===== src/rtl/flash_host_pkg.sv =====
package flash_host_pkg;
   // ***************************************************
   // timing
   // ***************************************************
   localparam int CLK_NS        = 50;
   localparam int T_STROBE_NS   = 100;
   localparam int T_RECOVER_NS  = 50;
   localparam int T_ACCESS_NS   = 100;
   localparam int T_GAP_MAX_US  = 50;
   localparam int C_STROBE      = (T_STROBE_NS + CLK_NS - 1) / CLK_NS;
   localparam int C_RECOVER     = (T_RECOVER_NS + CLK_NS - 1) / CLK_NS;
   // three extra cycles cover the input synchroniser
   localparam int C_ACCESS      = (T_ACCESS_NS + CLK_NS - 1) / CLK_NS + 3;
   localparam int C_GAP_MAX     = T_GAP_MAX_US * 1000 / CLK_NS;
   // ***************************************************
   // register map
   // ***************************************************
   localparam logic [7:0] OFF_CTRL   = 8'h00;
   localparam logic [7:0] OFF_ADDR   = 8'h04;
   localparam logic [7:0] OFF_WDATA  = 8'h08;
   localparam logic [7:0] OFF_STATUS = 8'h0C;
   localparam logic [7:0] OFF_RDATA  = 8'h10;
   localparam int CTRL_BYTE_BIT  = 4;
   localparam int CTRL_HWRST_BIT = 8;
   localparam logic [8:0] CTRL_RESET = 9'h000;
   // ***************************************************
   // commands and bus cycle encodings
   // ***************************************************
   localparam logic [3:0] CMD_READ    = 4'h0;
   localparam logic [3:0] CMD_RESET   = 4'h1;
   localparam logic [3:0] CMD_AUTOSEL = 4'h2;
   localparam logic [3:0] CMD_PROG    = 4'h3;
   localparam logic [3:0] CMD_CHIP    = 4'h4;
   localparam logic [3:0] CMD_SECTOR  = 4'h5;
   localparam logic [3:0] CMD_SUSPEND = 4'h6;
   localparam logic [3:0] CMD_RESUME  = 4'h7;
   localparam logic [3:0] CMD_ADDSECT = 4'h8;
   localparam logic [15:0] D_UNLOCK1 = 16'h00AA;
   localparam logic [15:0] D_UNLOCK2 = 16'h0055;
   localparam logic [15:0] D_AUTOSEL = 16'h0090;
   localparam logic [15:0] D_PROG    = 16'h00A0;
   localparam logic [15:0] D_ESETUP  = 16'h0080;
   localparam logic [15:0] D_CHIP    = 16'h0010;
   localparam logic [15:0] D_SECTOR  = 16'h0030;
   localparam logic [15:0] D_RESUME  = 16'h0030;
   localparam logic [15:0] D_SUSPEND = 16'h00B0;
   localparam logic [15:0] D_RESET   = 16'h00F0;
   localparam logic [17:0] A_WORD1   = 18'h00555;
   localparam logic [17:0] A_WORD2   = 18'h002AA;
   localparam logic [17:0] A_BYTE1   = 18'h00AAA;
   localparam logic [17:0] A_BYTE2   = 18'h00555;
endpackage


===== src/rtl/flash_host.sv =====
// Design decisions made here: the placing of the registers and register access over APB.
`timescale 1ns/10ps
// Functional notes
// - suspend is one write of B0 at any address.
// - resume is one write of 30 at any address.
// - reset is one write of F0 at any address.
// - autoselect is AA, 55, 90 at unlock addresses, then a read.
// - program is two unlocks, A0, then address and data write.
// - command cycles are writes; plain array reads need no command.
// - successive command cycles are less than 50 us apart.
module flash_host
   import flash_host_pkg::*;
#(
   parameter int ADDR_W = 18
)(
   input  wire logic              pclk,
   input  wire logic              presetn,
   input  wire logic              psel,
   input  wire logic              penable,
   input  wire logic              pwrite,
   input  wire logic [7:0]        paddr,
   input  wire logic [31:0]       pwdata,
   output logic      [31:0]       prdata,
   output logic                   pready,
   output logic                   pslverr,
   output logic                   ce_n,
   output logic                   we_n,
   output logic                   oe_n,
   output logic                   flash_reset_n,
   output logic      [ADDR_W-1:0] addr_o,
   output logic      [15:0]       dq_out,
   output logic                   dq_oe_n,
   input  wire logic [15:0]       dq_in,
   input  wire logic              ready_busy_n
);
   // ***************************************************
   // types and state
   // ***************************************************
   typedef enum logic [4:0] {
      ST_IDLE    = 5'b00001,
      ST_SETUP   = 5'b00010,
      ST_STROBE  = 5'b00100,
      ST_RECOVER = 5'b01000,
      ST_READ    = 5'b10000
   } state_t;

   state_t              state_reg;
   logic [8:0]          ctrl_reg;
   logic [ADDR_W-1:0]   addr_reg;
   logic [15:0]         wdata_reg;
   logic [15:0]         rdata_reg;
   logic [3:0]          cmd_reg;
   logic                byte_reg;
   logic [2:0]          cyc_reg;
   logic [2:0]          ncyc_reg;
   logic                rd_reg;
   logic [3:0]          cnt_reg;
   logic [2:0]          rb_sync;
   logic                rb_reg;
   logic [15:0]         dq_s1;
   logic [15:0]         dq_s2;
   logic [15:0]         dq_s3;
   logic                wr_en;
   logic                mapped;
   logic                start;
   logic [2:0]          ncyc_next;
   logic [ADDR_W+15:0]  word_next;

   // ***************************************************
   // command sequence table
   // ***************************************************
   function automatic logic [ADDR_W+15:0] cyc_word(input logic [3:0] c,
      input logic [2:0] k, input logic bm, input logic [ADDR_W-1:0] a,
      input logic [15:0] d);
      logic [ADDR_W-1:0] u1;
      logic [ADDR_W-1:0] u2;
      logic [ADDR_W+15:0] w;
      u1 = bm ? ADDR_W'(A_BYTE1) : ADDR_W'(A_WORD1);
      u2 = bm ? ADDR_W'(A_BYTE2) : ADDR_W'(A_WORD2);
      w = {a, D_RESET};
      case (c)
         CMD_SUSPEND: w = {a, D_SUSPEND};
         CMD_RESUME: w = {a, D_RESUME};
         CMD_ADDSECT: w = {a, D_SECTOR};
         CMD_AUTOSEL, CMD_PROG, CMD_CHIP, CMD_SECTOR: begin
            case (k)
               3'd0: w = {u1, D_UNLOCK1};
               3'd1: w = {u2, D_UNLOCK2};
               3'd2: w = {u1, (c == CMD_AUTOSEL) ? D_AUTOSEL :
                              (c == CMD_PROG) ? D_PROG : D_ESETUP};
               3'd3: w = (c == CMD_PROG) ? {a, d} : {u1, D_UNLOCK1};
               3'd4: w = {u2, D_UNLOCK2};
               default: w = (c == CMD_CHIP) ? {u1, D_CHIP} : {a, D_SECTOR};
            endcase
         end
         default: w = {a, D_RESET};
      endcase
      return w;
   endfunction

   always_comb begin
      case (cmd_reg)
         CMD_READ: ncyc_next = 3'd0;
         CMD_AUTOSEL: ncyc_next = 3'd3;
         CMD_PROG: ncyc_next = 3'd4;
         CMD_CHIP, CMD_SECTOR: ncyc_next = 3'd6;
         default: ncyc_next = 3'd1;
      endcase
   end

   assign word_next = cyc_word(cmd_reg, cyc_reg, byte_reg, addr_reg, wdata_reg);

   // ***************************************************
   // apb slave
   // ***************************************************
   assign pready  = 1'b1;
   assign mapped  = (paddr == OFF_CTRL) || (paddr == OFF_ADDR) || (paddr == OFF_WDATA) ||
                    (paddr == OFF_STATUS) || (paddr == OFF_RDATA);
   assign pslverr = psel && penable && !mapped;
   assign wr_en   = psel && penable && pwrite;
   // a command written while busy is dropped; software polls busy first
   assign start   = wr_en && (paddr == OFF_CTRL) && (state_reg == ST_IDLE);

   always_comb begin
      case (paddr)
         OFF_CTRL: prdata = {23'h000000, ctrl_reg};
         OFF_ADDR: prdata = 32'(addr_reg);
         OFF_WDATA: prdata = {16'h0000, wdata_reg};
         OFF_STATUS: prdata = {30'h00000000, rb_reg, state_reg != ST_IDLE};
         OFF_RDATA: prdata = {16'h0000, rdata_reg};
         default: prdata = 32'h00000000;
      endcase
   end

   always_ff @(posedge pclk or negedge presetn) begin
      if (!presetn) begin
         ctrl_reg  <= CTRL_RESET;
         addr_reg  <= '0;
         wdata_reg <= 16'h0000;
      end else if (wr_en) begin
         if (paddr == OFF_ADDR) begin
            addr_reg <= pwdata[ADDR_W-1:0];
         end
         if (paddr == OFF_WDATA) begin
            wdata_reg <= pwdata[15:0];
         end
         // hardware reset bit may change at any time
         if (paddr == OFF_CTRL) begin
            ctrl_reg[CTRL_HWRST_BIT] <= pwdata[CTRL_HWRST_BIT];
            if (state_reg == ST_IDLE) begin
               ctrl_reg[CTRL_HWRST_BIT-1:0] <= pwdata[CTRL_HWRST_BIT-1:0];
            end
         end
      end
   end

   assign flash_reset_n = !ctrl_reg[CTRL_HWRST_BIT];

   // ***************************************************
   // input synchronisers
   // ***************************************************
   always_ff @(posedge pclk or negedge presetn) begin
      if (!presetn) begin
         rb_sync <= 3'b111;
         rb_reg  <= 1'b1;
         dq_s1   <= 16'h0000;
         dq_s2   <= 16'h0000;
         dq_s3   <= 16'h0000;
      end else begin
         rb_sync <= {rb_sync[1:0], ready_busy_n};
         dq_s1   <= dq_in;
         dq_s2   <= dq_s1;
         dq_s3   <= dq_s2;
         if (rb_sync[1] == rb_sync[2]) begin
            rb_reg <= rb_sync[2];
         end
      end
   end

   // ***************************************************
   // bus cycle sequencer
   // ***************************************************
   always_ff @(posedge pclk or negedge presetn) begin
      if (!presetn) begin
         state_reg <= ST_IDLE;
         cmd_reg   <= CMD_READ;
         byte_reg  <= 1'b0;
         cyc_reg   <= 3'd0;
         ncyc_reg  <= 3'd0;
         rd_reg    <= 1'b0;
         cnt_reg   <= 4'h0;
         addr_o    <= '0;
         dq_out    <= 16'h0000;
         rdata_reg <= 16'h0000;
      end else begin
         case (state_reg)
            ST_IDLE: begin
               cnt_reg <= 4'h0;
               cyc_reg <= 3'd0;
               if (start) begin
                  cmd_reg  <= pwdata[3:0];
                  byte_reg <= pwdata[CTRL_BYTE_BIT];
                  state_reg <= ST_SETUP;
               end
            end
            ST_SETUP: begin
               // first pass latches the cycle count
               if (cyc_reg == 3'd0) begin
                  ncyc_reg <= ncyc_next;
                  rd_reg   <= (cmd_reg == CMD_READ) || (cmd_reg == CMD_AUTOSEL);
               end
               if (cyc_reg == 3'd0 && ncyc_next == 3'd0) begin
                  addr_o    <= addr_reg;
                  state_reg <= ST_READ;
               end else begin
                  {addr_o, dq_out} <= word_next;
                  state_reg <= ST_STROBE;
               end
            end
            ST_STROBE: begin
               cnt_reg <= cnt_reg + 4'h1;
               if (int'(cnt_reg) == C_STROBE - 1) begin
                  cnt_reg   <= 4'h0;
                  state_reg <= ST_RECOVER;
               end
            end
            ST_RECOVER: begin
               cnt_reg <= cnt_reg + 4'h1;
               if (int'(cnt_reg) == C_RECOVER - 1) begin
                  cnt_reg <= 4'h0;
                  // next cycle follows at once, far inside the gap limit
                  if (cyc_reg + 3'd1 < ncyc_reg) begin
                     cyc_reg   <= cyc_reg + 3'd1;
                     state_reg <= ST_SETUP;
                  end else if (rd_reg) begin
                     addr_o    <= addr_reg;
                     state_reg <= ST_READ;
                  end else begin
                     state_reg <= ST_IDLE;
                  end
               end
            end
            ST_READ: begin
               if (int'(cnt_reg) < C_ACCESS - 1) begin
                  cnt_reg <= cnt_reg + 4'h1;
               end else if (dq_s2 == dq_s3) begin
                  rdata_reg <= dq_s3;
                  state_reg <= ST_IDLE;
               end
            end
            default: state_reg <= ST_IDLE;
         endcase
      end
   end

   // ***************************************************
   // pin strobes
   // ***************************************************
   assign ce_n    = !(state_reg == ST_STROBE || state_reg == ST_READ ||
                      (state_reg == ST_SETUP && cyc_reg != 3'd0));
   assign we_n    = state_reg != ST_STROBE;
   assign oe_n    = state_reg != ST_READ;
   assign dq_oe_n = state_reg != ST_STROBE;

   logic [10:0] gap_cnt;
   always_ff @(posedge pclk or negedge presetn) begin
      if (!presetn) begin
         gap_cnt <= 11'h000;
      end else if (!we_n || state_reg == ST_IDLE) begin
         gap_cnt <= 11'h000;
      end else begin
         gap_cnt <= gap_cnt + 11'h001;
      end
   end
endmodule


===== config.mk =====
export PLATFORM = sky130hd
export DESIGN_NAME = flash_host
export DESIGN_NICKNAME = d
export VERILOG_FILES = /design/src/rtl/flash_host_pkg.sv /design/src/rtl/flash_host.sv
export SDC_FILE = /design/constraint.sdc
export NUM_CORES = 1
export LEC_CHECK = 0
export BUFFER_PORTS_ARGS = -buffer_cell sky130_fd_sc_hd__buf_2
export CAP_MARGIN = 20
export CELL_PAD_IN_SITES_DETAIL_PLACEMENT = 0
export CELL_PAD_IN_SITES_GLOBAL_PLACEMENT = 1
export CORE_UTILIZATION = 35
export DETAILED_ROUTE_END_ITERATION = 6
export MAX_ROUTING_LAYER = met4
export PLACE_DENSITY = 0.78
export SLEW_MARGIN = 20
export SYNTH_ARGS = -nofsm -noshare
export SYNTH_HDL_FRONTEND = slang
export SYNTH_SLANG_ARGS = --single-unit

===== constraint.sdc =====
create_clock -name pclk -period 2.6 [get_ports pclk]
set_clock_uncertainty 0.05 [all_clocks]
set_input_delay 0.52 -clock pclk [delete_from_list [all_inputs] [get_ports pclk]]
set_output_delay 0.52 -clock pclk [all_outputs]
set_load 0.005 [all_outputs]

==> metrics.md, run 1 <==
| Metric | Value |
|---|---|
| Post-synth ARST share | `100.0%` |
| First-pass DRT Iterations | `6` |
| Ys Warns | `0` |
| HP Class | `primary input to asynchronous set/reset pin` |
| Cells after Synth | `621` |
| Crit. End Element | `output pin` |
| Antenna Nets Post-Route | `0` |
| Largest family of logic cells by synthesized area | `compound AO/OA/AOI/OAI gates` |
| CTS clk-pin slew, worst paths | `0.07 ns` |
| Hold Vio Cnt, Final | `11` |
| Post-CTS sizing | `0` |
| Setup Fix Bufs, Post-CTS | `0` |
| Complex-gate fraction of the synthesized area | `13.05%` |
| Total GRT Usage | `a little under a fifth` |
| Register area share after synthesis | `55.45%` |
| Layout cell share with drive strength beyond 1 | `33.76%` |
| Commonest non-fill, non-tap cell in the layout | `dfrtp_1` |
| Final #Nets | `833` |
| Antenna violations before repair | `4` |
| Syn Area/Cell | `11.72 sq um` |
| Violated checks | `negative hold slack` |
| Mapped cell area | `7277 sq um` |
| First-pass GRT wire length | `29,100 um` |
| Post-synthesis adder-cell area fraction | `about 2%` |
| Via Count | `5,290` |
| Critical path arrival | `roughly 2 ns` |
| Synth Area in XOR/XNOR | `2.046%` |
| Final period utilization | `97.33%` |
| Seq cells post-synth | `~160` |
| Hold-fix buffers, CTS | `0` |
| Power per cell area | `663.4 nW/um^2` |
| Final setup vio count | `0` |
| Core area | `20,300 sq um` |
| Crit start category | `primary input` |
| Site Rows | `52` |
| Number of cells on the worst reg-to-reg path | `10` |
| Num CTS Buffers | `17` |
| CTS Buffer Depth | `2` |
| Post-synthesis cell type count | `67` |
| CTS H-tree lvls | `4` |
| DRC Markers | `0` |
| Peak VDD IR | `roughly 420 uV` |
| Grt ovf | `0` |
| Unrepaired setup endpoints after global routing | `false` |
| Path type of the worst setup path | `primary input to output pin` |
| Crit-path max FO | `16` |
| Tot Pwr | `between 5 and 6 mW` |
| Die W | `146.2 um` |
| Tmin final | `2.531 ns` |
| Die area | `21,370 sq um` |
| Vias in the first global route | `just over 5,000` |
| Post-DP HPWL | `13,660 um` |
| Later-pin clock latency in the skew report | `between 0.4 and 0.5 ns` |
| Slew @ Worst Pin | `0.6255 ns` |
| Setup_tns | `0 ns` |
| Area Overhead vs Synth | `22.82%` |
| Fmax achieved | `between 300 and 400 MHz` |
| Die H | `146.2 um` |
| Final number of max-transition violations | `0` |
| CTS root buf | `clkbuf_16` |
| Leakage power | `4.445 nW` |
| Initial Utilization | `35.85%` |
| Post-synth EDFFs | `0` |
| Final wirelength | `18,370 um` |
| Outcome | `finished, violations left` |
| Fin Hold WS | `-0.01260 ns` |
| Max-slew headroom | `a little under three fifths` |
| Wire per inst | `approximately 18 um` |
| CTS Sinks | `161` |
| GP Congestion | `~0.88` |
| Mux cell area share after synthesis | `11.26%` |
| Area share of and/or/nand/nor cells after synthesis | `11.23%` |
| Initial DRC count | `358` |
| Max-cap violations | `0` |
| Final Util | `between 40% and 50%` |
| Most frequent cells in the layout | `dfrtp_1 (156), buf_2 (104), nand2_1 (48), mux2_2 (47), buf_4 (44)` |
| TritonCTS clock tree | `done` |
| Synth Flop Type | `dfrtp_1` |
| Largest net degree at the start of global routing | `between 50 and 60` |
| Critical Path RT | `2.03 ns` |
| DR vias/cell | `5.053` |
| Port buffer count | `105` |
| # IOs | `around 140` |
metrics by stage:
step | worst slack, ns | cell area [sq um] | std cells
3_5_place_dp | 0.05265 | 8342 | 1011
6_report | 0.06932 | 8937 | 1047
2_1_floorplan | 0.04079 | 7333 | 634
4_1_cts | 0.03938 | 8880 | 1043
3_3_place_gp | 0.08583 | 8342 | 1011
5_1_grt | 0.02617 | 8937 | 1047
routing by layer:
layer,GRT usage (%),share of wire [%]
met1,24.57,46
met2,27.48,48
met3,3.750,4.8
met4,6.667,1.4
met5,-,0
worst paths after layout:
| kind | start | endpoint | slack [ns] |
|---|---|---|---|
| setup / recovery | paddr[1] | prdata[3] | 0.07 |
| hold / removal | presetn | dq_s3[14] | -0.01 |
| setup reg to reg | cyc_reg[0] | addr_o[4] | 0.17 |
| hold reg to reg | dq_s1[14] | dq_s2[14] | 0.30 |
| max in group asynchronous | presetn | rb_reg | 1.77 |
| min in group pclk | ready_busy_n | rb_sync[0] | 0.14 |
Yosys cell counts (11+ instances only):
cell type,number,share of area [%]
a21oi_1,18,1.2
o21ai_0,31,2.1
dfrtp_1,156,54
buf_2,11,0.76
ha_1,11,1.9
nand3_1,15,1.0
clkbuf_1,14,0.72
nor2_1,31,1.6
buf_4,17,1.8
xnor2_1,15,1.8
nand2_1,49,2.5
inv_1,25,1.3
mux2i_1,14,1.9
a22o_1,15,1.8
mux2_2,47,7.3
worst max-delay path, stage by stage:
cell and delay, ns:
buf_2 0.11, nor3_4 0.30, nand2_2 0.15, nor4b_4 0.27
buf_6 0.23, a221o_1 0.23, buf_2 0.13
layout make-up:
type	instances	area (sq um)
Fill cell	1930	11360
Sequential cell	161	4035
Multi-Input combinational cell	402	2998
Timing Repair Buffer	153	924.6
Clock buffer	20	436.7
Tap cell	270	337.8
Clock inverter	12	101.3
Inverter	25	93.84
Antenna cell	4	10.01
cell families (layout without fill, tap and decap cells):
family,Yosys count,count (layout)
and+or+nand+nor,155,155
adders and majority gates,12,12
muxes,71,71
other,2,19
xor gates and xnor gates,17,17
buffers and inverters,71,210
AOI/OAI and AO/OA,132,132
DFF,161,161
report_power, final:
part           internal [mW]  switching, mW  leakage (nW)
Combinational          0.356          0.482          2.12
Clock                   1.24           1.07         0.246
Sequential              2.67          0.113          2.08
(Power assumes the default switching activity.)
==> run 2: changes to the inputs <==
Settings changed: ABC_CLOCK_PERIOD_IN_PS from default to 2600, REMOVE_ABC_BUFFERS from default to 1.
==> run 2 against run 1 <==
Against the previous run:
- the run now ends clean
- final area up 0.74%
- routed wire length fell by 2.5%
- combinational power up 2%
- die area stayed put
- largest power group unchanged
==> metrics.md, run 2 (synthesis gave the netlist of run 1 again) <==
| Metric | Value |
|---|---|
| Outcome | `complete, no violations (was finished, violations left)` |
| Max-slew headroom | `51.20% (was 57.22%)` |
| Met1 Wirelength | `8373 um (was 8456 um)` |
| First-pass DRT Iterations | `5 (was 6)` |
| Die area | `21,370 sq um (unchanged)` |
| Hold Vio Cnt, Final | `0 (was 11)` |
| R2r setup slk | `0.06 ns (was 0.17 ns)` |
| CTS root buf | `clkbuf_16 (unchanged)` |
| Max-cap violations | `0 (unchanged)` |
| Placed cell area | `8343 sq um (was 8342 sq um)` |
| Final WS setup | `0.06044 ns (was 0.06932 ns)` |
| Num CTS Buffers | `17 (unchanged)` |
| CP top delay family | `compound AO/OA/AOI/OAI gates (was simple AND/OR/NAND/NOR gates)` |
| Crit-path max FO | `9 (was 16)` |
| HP Class | `primary input to flop (was primary input to asynchronous set/reset pin)` |
| Cell area after layout | `9004 sq um (was 8937 sq um)` |
| Wire per inst | `17.22 um (was 17.54 um)` |
| Final setup vio count | `0 (unchanged)` |
| Grt ovf | `0 (unchanged)` |
| DRC Markers | `0 (unchanged)` |
| Post-DP HPWL | `13,120 um (was 13,660 um)` |
| Crit path max-delay cell type | `dfrtp_1 (was nor3_4)` |
| Metal2 WL | `8299 um (was 8767 um)` |
| Met3 Wirelength | `989 um (was 880 um)` |
| Later-pin clock latency in the skew report | `0.42 ns (about the same)` |
| Layout cell share with drive strength beyond 1 | `34.16% (was 33.76%)` |
| Hold path start | `ready_busy_n` |
| Setup_tns | `0 ns (unchanged)` |
| Site Rows | `52 (unchanged)` |
| Via Count | `5,274 (was 5,290)` |
| Final number of max-transition violations | `0 (unchanged)` |
| CTS H-tree lvls | `4 (unchanged)` |
| Die H | `146.2 um (unchanged)` |
| CP Capture Point | `addr_o[10] (was prdata[3])` |
| # diodes | `0 (was 4)` |
| Crit start category | `flop (was primary input)` |
| Setup Fix Bufs, Post-CTS | `0 (unchanged)` |
| Buffers plus inverters on the worst setup path | `3 (unchanged)` |
| Initial Utilization | `35.85% (unchanged)` |
| Antenna Nets Post-Route | `0 (unchanged)` |
| Area Overhead vs Synth | `23.73% (was 22.82%)` |
| Die W | `146.2 um (unchanged)` |
| Reg-to-Reg End | `addr_o[10] (was addr_o[4])` |
| Number of cells on the worst reg-to-reg path | `11 (was 10)` |
| First-pass GRT wire length | `29,000 um (was 29,100 um)` |
| Critical Path RT | `2.85 ns (was 2.03 ns)` |
| Core area | `20,300 sq um (unchanged)` |
| DR top layer | `met4 (unchanged)` |
| TritonCTS clock tree | `done (unchanged)` |
| Post-place setup slack | `-0.04438 ns (was 0.05265 ns)` |
| WHS Path Cells | `1` |
| Crit. End Element | `flop (was output pin)` |
| Tmin final | `2.540 ns (was 2.531 ns)` |
| Final wirelength | `17,900 um (was 18,370 um)` |
| Final period utilization | `97.68% (was 97.33%)` |
| Path type of the worst setup path | `flop to flop (was primary input to output pin)` |
| Initial DRC count | `389 (was 358)` |
| Final #Nets | `830 (was 833)` |
| Antenna violations before repair | `0 (was 4)` |
| Reg-to-reg startpoint | `cyc_reg[1] (was cyc_reg[0])` |
| Critical path arrival | `2.79 ns (was 1.96 ns)` |
| Leakage power | `4.474 nW (was 4.445 nW)` |
| Largest stage delay on the critical path | `0.39 ns (was 0.30 ns)` |
| Fmax achieved | `393.8 MHz (was 395.2 MHz)` |
| CTS clk-pin slew, worst paths | `0.07 ns (about the same)` |
| CP Cell Sequence | `ha_2 -> ha_4 -> inv_1 -> ha_4 -> a21o_1 -> a31oi_4 -> o31ai_2 -> buf_4 -> buf_4 -> and3_1 -> a211o_1 (was buf_2 -> nor3_4 -> nand2_2 -> nor4b_4 -> buf_6 -> a221o_1 -> buf_2)` |
| Levels on crit path | `11 (was 7)` |
| Largest net degree at the start of global routing | `61 (was 54)` |
| CTS Sinks | `161 (unchanged)` |
| # IOs | `135 (unchanged)` |
| Final Util | `44.35% (was 44.03%)` |
| Power per cell area | `675.9 nW/um^2 (was 663.4 nW/um^2)` |
| CP startpoint | `cyc_reg[1] (was paddr[1])` |
| Port buffer count | `105 (unchanged)` |
| Vias in the first global route | `5,159 (was 5,181)` |
| CTS Buffer Depth | `2 (unchanged)` |
| Tot Pwr | `6.085 mW (was 5.929 mW)` |
| DR vias/cell | `5.071 (was 5.053)` |
| Total GRT Usage | `18.21% (was 18.34%)` |
| Most frequent cells in the layout | `dfrtp_1 (156), buf_2 (104), nand2_1 (49), mux2_2 (47), buf_4 (39) (was dfrtp_1 (156), buf_2 (104), nand2_1 (48), mux2_2 (47), buf_4 (44))` |
| Commonest non-fill, non-tap cell in the layout | `dfrtp_1 (unchanged)` |
| Peak VDD IR | `478.0 uV (was 423.6 uV)` |
| GP Congestion | `0.8365 (was 0.8779)` |
| Slew @ Worst Pin | `0.7136 ns (was 0.6255 ns)` |
run 2: final cells by class:
cell class,count,area [sq um]
timing repair buffer,150,934.6
clock buffer,17,425.4
clock inverter,15,166.4
multi-input combinational,402,3010
sequential,161,4035
inverter,25,93.84
fill,1881,11300
tap,270,337.8
run 2: metal layers:
layer,vias up,GRT usage [%]
met2,177,27.10
met5,-,-
met4,0,5.000
met1,2599,24.86
met3,14,4.219
li1,2484,-
run 2: worst min-delay path by stage:
stage,to
global route,rb_sync[0]
global placement,dq_s2[8]
floorplan,addr_o[0]
CTS,rb_sync[0]
detailed placement,dq_s2[13]
finish,rb_sync[0]
run 2: report_power, final:
group | internal (mW) | switching [mW]
registers | 2.67 | 0.107
clock network | 1.29 | 1.16
logic | 0.367 | 0.489
run 2: metrics by stage:
| step | cells | hold WS (ns) |
|---|---|---|
| floorplan | 588 | 0.1744 |
| global placement | 1007 | 0.2836 |
| detailed placement | 1007 | 0.2847 |
| CTS | 1040 | 0.1210 |
| global route | 1040 | 0.1164 |
| finish | 1040 | 0.1393 |
run 2: timing repair:
action | CTS | global route
hold buffers | 1 | 0
pin swaps | 0 | 3
hold endpoints to repair | 1 | 0
endpoints found under the setup margin | 11 | 20
resized for setup | 4 | 5
==> run 3: changes to the inputs <==
Settings changed: CELL_PAD_IN_SITES_GLOBAL_PLACEMENT 1 to 2, CORE_UTILIZATION 35 to 33, PLACE_DENSITY 0.78 to 0.86.
==> run 3 against run 2 <==
Against the previous run:
- via count down 1.3%
- die area up 6.0%
- count of clock-buffer cells in the layout up 3
- first-iteration DRC count down 19%
- largest power group unchanged
==> metrics.md, run 3 (synthesis gave the netlist of run 1 again) <==
| Metric | Value |
|---|---|
| Outcome | `complete, no violations (unchanged)` |
| # IOs | `135 (unchanged)` |
| Crit-path max FO | `18 (was 9)` |
| Crit path max-delay cell type | `dfrtp_1 (unchanged)` |
| Grt ovf | `0 (unchanged)` |
| Max-cap violations | `0 (unchanged)` |
| Max-slew headroom | `61.52% (was 51.20%)` |
| Antenna Nets Post-Route | `0 (unchanged)` |
| Commonest non-fill, non-tap cell in the layout | `dfrtp_1 (unchanged)` |
| CTS clk-pin slew, worst paths | `0.07 ns (about the same)` |
| CTS Buffer Depth | `2 (unchanged)` |
| Initial DRC count | `315 (was 389)` |
| Critical Path RT | `2.86 ns (was 2.85 ns)` |
| GP Congestion | `0.8289 (was 0.8365)` |
| HP Class | `primary input to flop (unchanged)` |
| Die area | `22,650 sq um (was 21,370 sq um)` |
| Setup_tns | `0 ns (unchanged)` |
| Port buffer count | `105 (unchanged)` |
| Setup Fix Bufs, Post-CTS | `0 (unchanged)` |
| TritonCTS clock tree | `done (unchanged)` |
| Fmax achieved | `400.6 MHz (was 393.8 MHz)` |
| First-pass GRT wire length | `29,440 um (was 29,000 um)` |
| Final setup vio count | `0 (unchanged)` |
| Peak VDD IR | `429.6 uV (was 478.0 uV)` |
| Most frequent cells in the layout | `dfrtp_1 (156), buf_2 (104), nand2_1 (49), mux2_2 (47), buf_4 (38) (was dfrtp_1 (156), buf_2 (104), nand2_1 (49), mux2_2 (47), buf_4 (39))` |
| Power per cell area | `673.5 nW/um^2 (was 675.9 nW/um^2)` |
| Antenna violations before repair | `1 (was 0)` |
| Largest net degree at the start of global routing | `52 (was 61)` |
| Core area | `21,290 sq um (was 20,300 sq um)` |
| Final number of max-transition violations | `0 (unchanged)` |
| Die W | `150.5 um (was 146.2 um)` |
| Tot Pwr | `6.013 mW (was 6.085 mW)` |
| CP Cell Sequence | `ha_2 -> ha_1 -> inv_1 -> ha_4 -> a21o_1 -> a31oi_2 -> buf_4 -> o31a_1 -> buf_12 -> a211o_1 (was ha_2 -> ha_4 -> inv_1 -> ha_4 -> a21o_1 -> a31oi_4 -> o31ai_2 -> buf_4 -> buf_4 -> and3_1 -> a211o_1)` |
| Crit start category | `flop (unchanged)` |
| DR vias/cell | `4.985 (was 5.071)` |
| Largest stage delay on the critical path | `0.40 ns (was 0.39 ns)` |
| Final wirelength | `18,290 um (was 17,900 um)` |
| Total GRT Usage | `17.90% (was 18.21%)` |
| Wire per inst | `17.52 um (was 17.22 um)` |
| Layout cell share with drive strength beyond 1 | `33.20% (was 34.16%)` |
| DRC Markers | `0 (unchanged)` |
| Num CTS Buffers | `17 (unchanged)` |
| Final #Nets | `828 (was 830)` |
| CTS Sinks | `161 (unchanged)` |
| Via Count | `5,204 (was 5,274)` |
| Crit. End Element | `flop (unchanged)` |
| Leakage power | `4.446 nW (was 4.474 nW)` |
| First-pass DRT Iterations | `4 (was 5)` |
| Site Rows | `53 (was 52)` |
| CTS H-tree lvls | `4 (unchanged)` |
| Die H | `150.5 um (was 146.2 um)` |
| Initial Utilization | `34.19% (was 35.85%)` |
| Critical path arrival | `2.75 ns (was 2.79 ns)` |
| Path type of the worst setup path | `flop to flop (unchanged)` |
| CTS root buf | `clkbuf_16 (unchanged)` |
| Vias in the first global route | `5,225 (was 5,159)` |
| Post-DP HPWL | `13,450 um (was 13,120 um)` |
| Dpl cells | `1,010 (was 1,007)` |
| Final period utilization | `96.01% (was 97.68%)` |
| Area Overhead vs Synth | `22.70% (was 23.73%)` |
| Fin cells | `1,044 (was 1,040)` |
| Fin Hold WS | `0.1392 ns (was 0.1393 ns)` |
| Later-pin clock latency in the skew report | `0.43 ns (was 0.42 ns)` |
| Tmin final | `2.496 ns (was 2.540 ns)` |
| Hold Vio Cnt, Final | `0 (unchanged)` |
| Slew @ Worst Pin | `0.5626 ns (was 0.7136 ns)` |
run 3: changes by cell type in the layout (fill, tap and decap cells not counted), moves of 2 or more:
cell      change
inv_6         +4
inv_8         -4
clkbuf_8      +2
clkinv_8      -2
run 3: what timing repair did:
item                                   in CTS  in global routing
setup endpoints to repair                   0                 15
hold buffers                                1                  0
gates resized for setup                     0                  3
endpoints found under the hold margin      42                  0
run 3: per-layer routing:
metal | up-vias | GRT usage (%) | wire length, um
met1 | 2550 | 24.54 | 8852
li1 | 2486 | - | -
met2 | 155 | 26.22 | 8258
met4 | 0 | 5.152 | 220
met3 | 13 | 4.273 | 963
met5 | - | - | 0
run 3: path summary, 6_finish.rpt:
| kind | start | end | slack, ns | depth (start not counted) |
|---|---|---|---|---|
| setup / recovery | cyc_reg[1] | addr_o[6] | 0.10 | 10 |
| hold / removal | ready_busy_n | rb_sync[0] | 0.14 | 1 |
| setup reg to reg | cyc_reg[1] | addr_o[6] | 0.10 | 10 |
| hold reg to reg | dq_s1[1] | dq_s2[1] | 0.30 | 0 |
| max in group asynchronous | presetn | state_reg[0] | 1.18 | 3 |
| min in group asynchronous | presetn | dq_s1[3] | 0.53 | 2 |
run 3: area by class of cell:
type	count	area, sq um
Fill cell	2024	12360
Clock inverter	12	116.4
Timing Repair Buffer	148	907.1
Inverter	25	93.84
Antenna cell	1	2.502
Sequential cell	161	4035
Multi-Input combinational cell	402	2973
Tap cell	275	344.1
Clock buffer	20	456.7
run 3: through the flow:
| stage | util, % | setup slack, ns | area (sq um) |
|---|---|---|---|
| final | 41.94 | 0.1038 | 8929 |
| after global routing | 41.94 | -0.001945 | 8929 |
| after CTS | 41.83 | 0.03330 | 8905 |
| after detailed placement | 39.09 | 0.06452 | 8322 |
| after global placement | 39.09 | 0.07950 | 8322 |
| after floorplan | - | -0.2010 | 7068 |
run 3: where the power goes:
group / internal [mW] / switching, mW / total [mW]
clock network: 1.31 / 1.10 / 2.42
registers: 2.67 / 0.114 / 2.78
logic: 0.343 / 0.470 / 0.813
total: 4.33 / 1.69 / 6.01
run 3: critical path, delay by kind of cell (launching register included):
family                   cells  cell delay [ns]
AO/OA/AOI/OAI                4             0.79
adder cells (fa/ha/maj)      3             0.74
buffers and inverters        3             0.39
flip-flops                   1             0.40
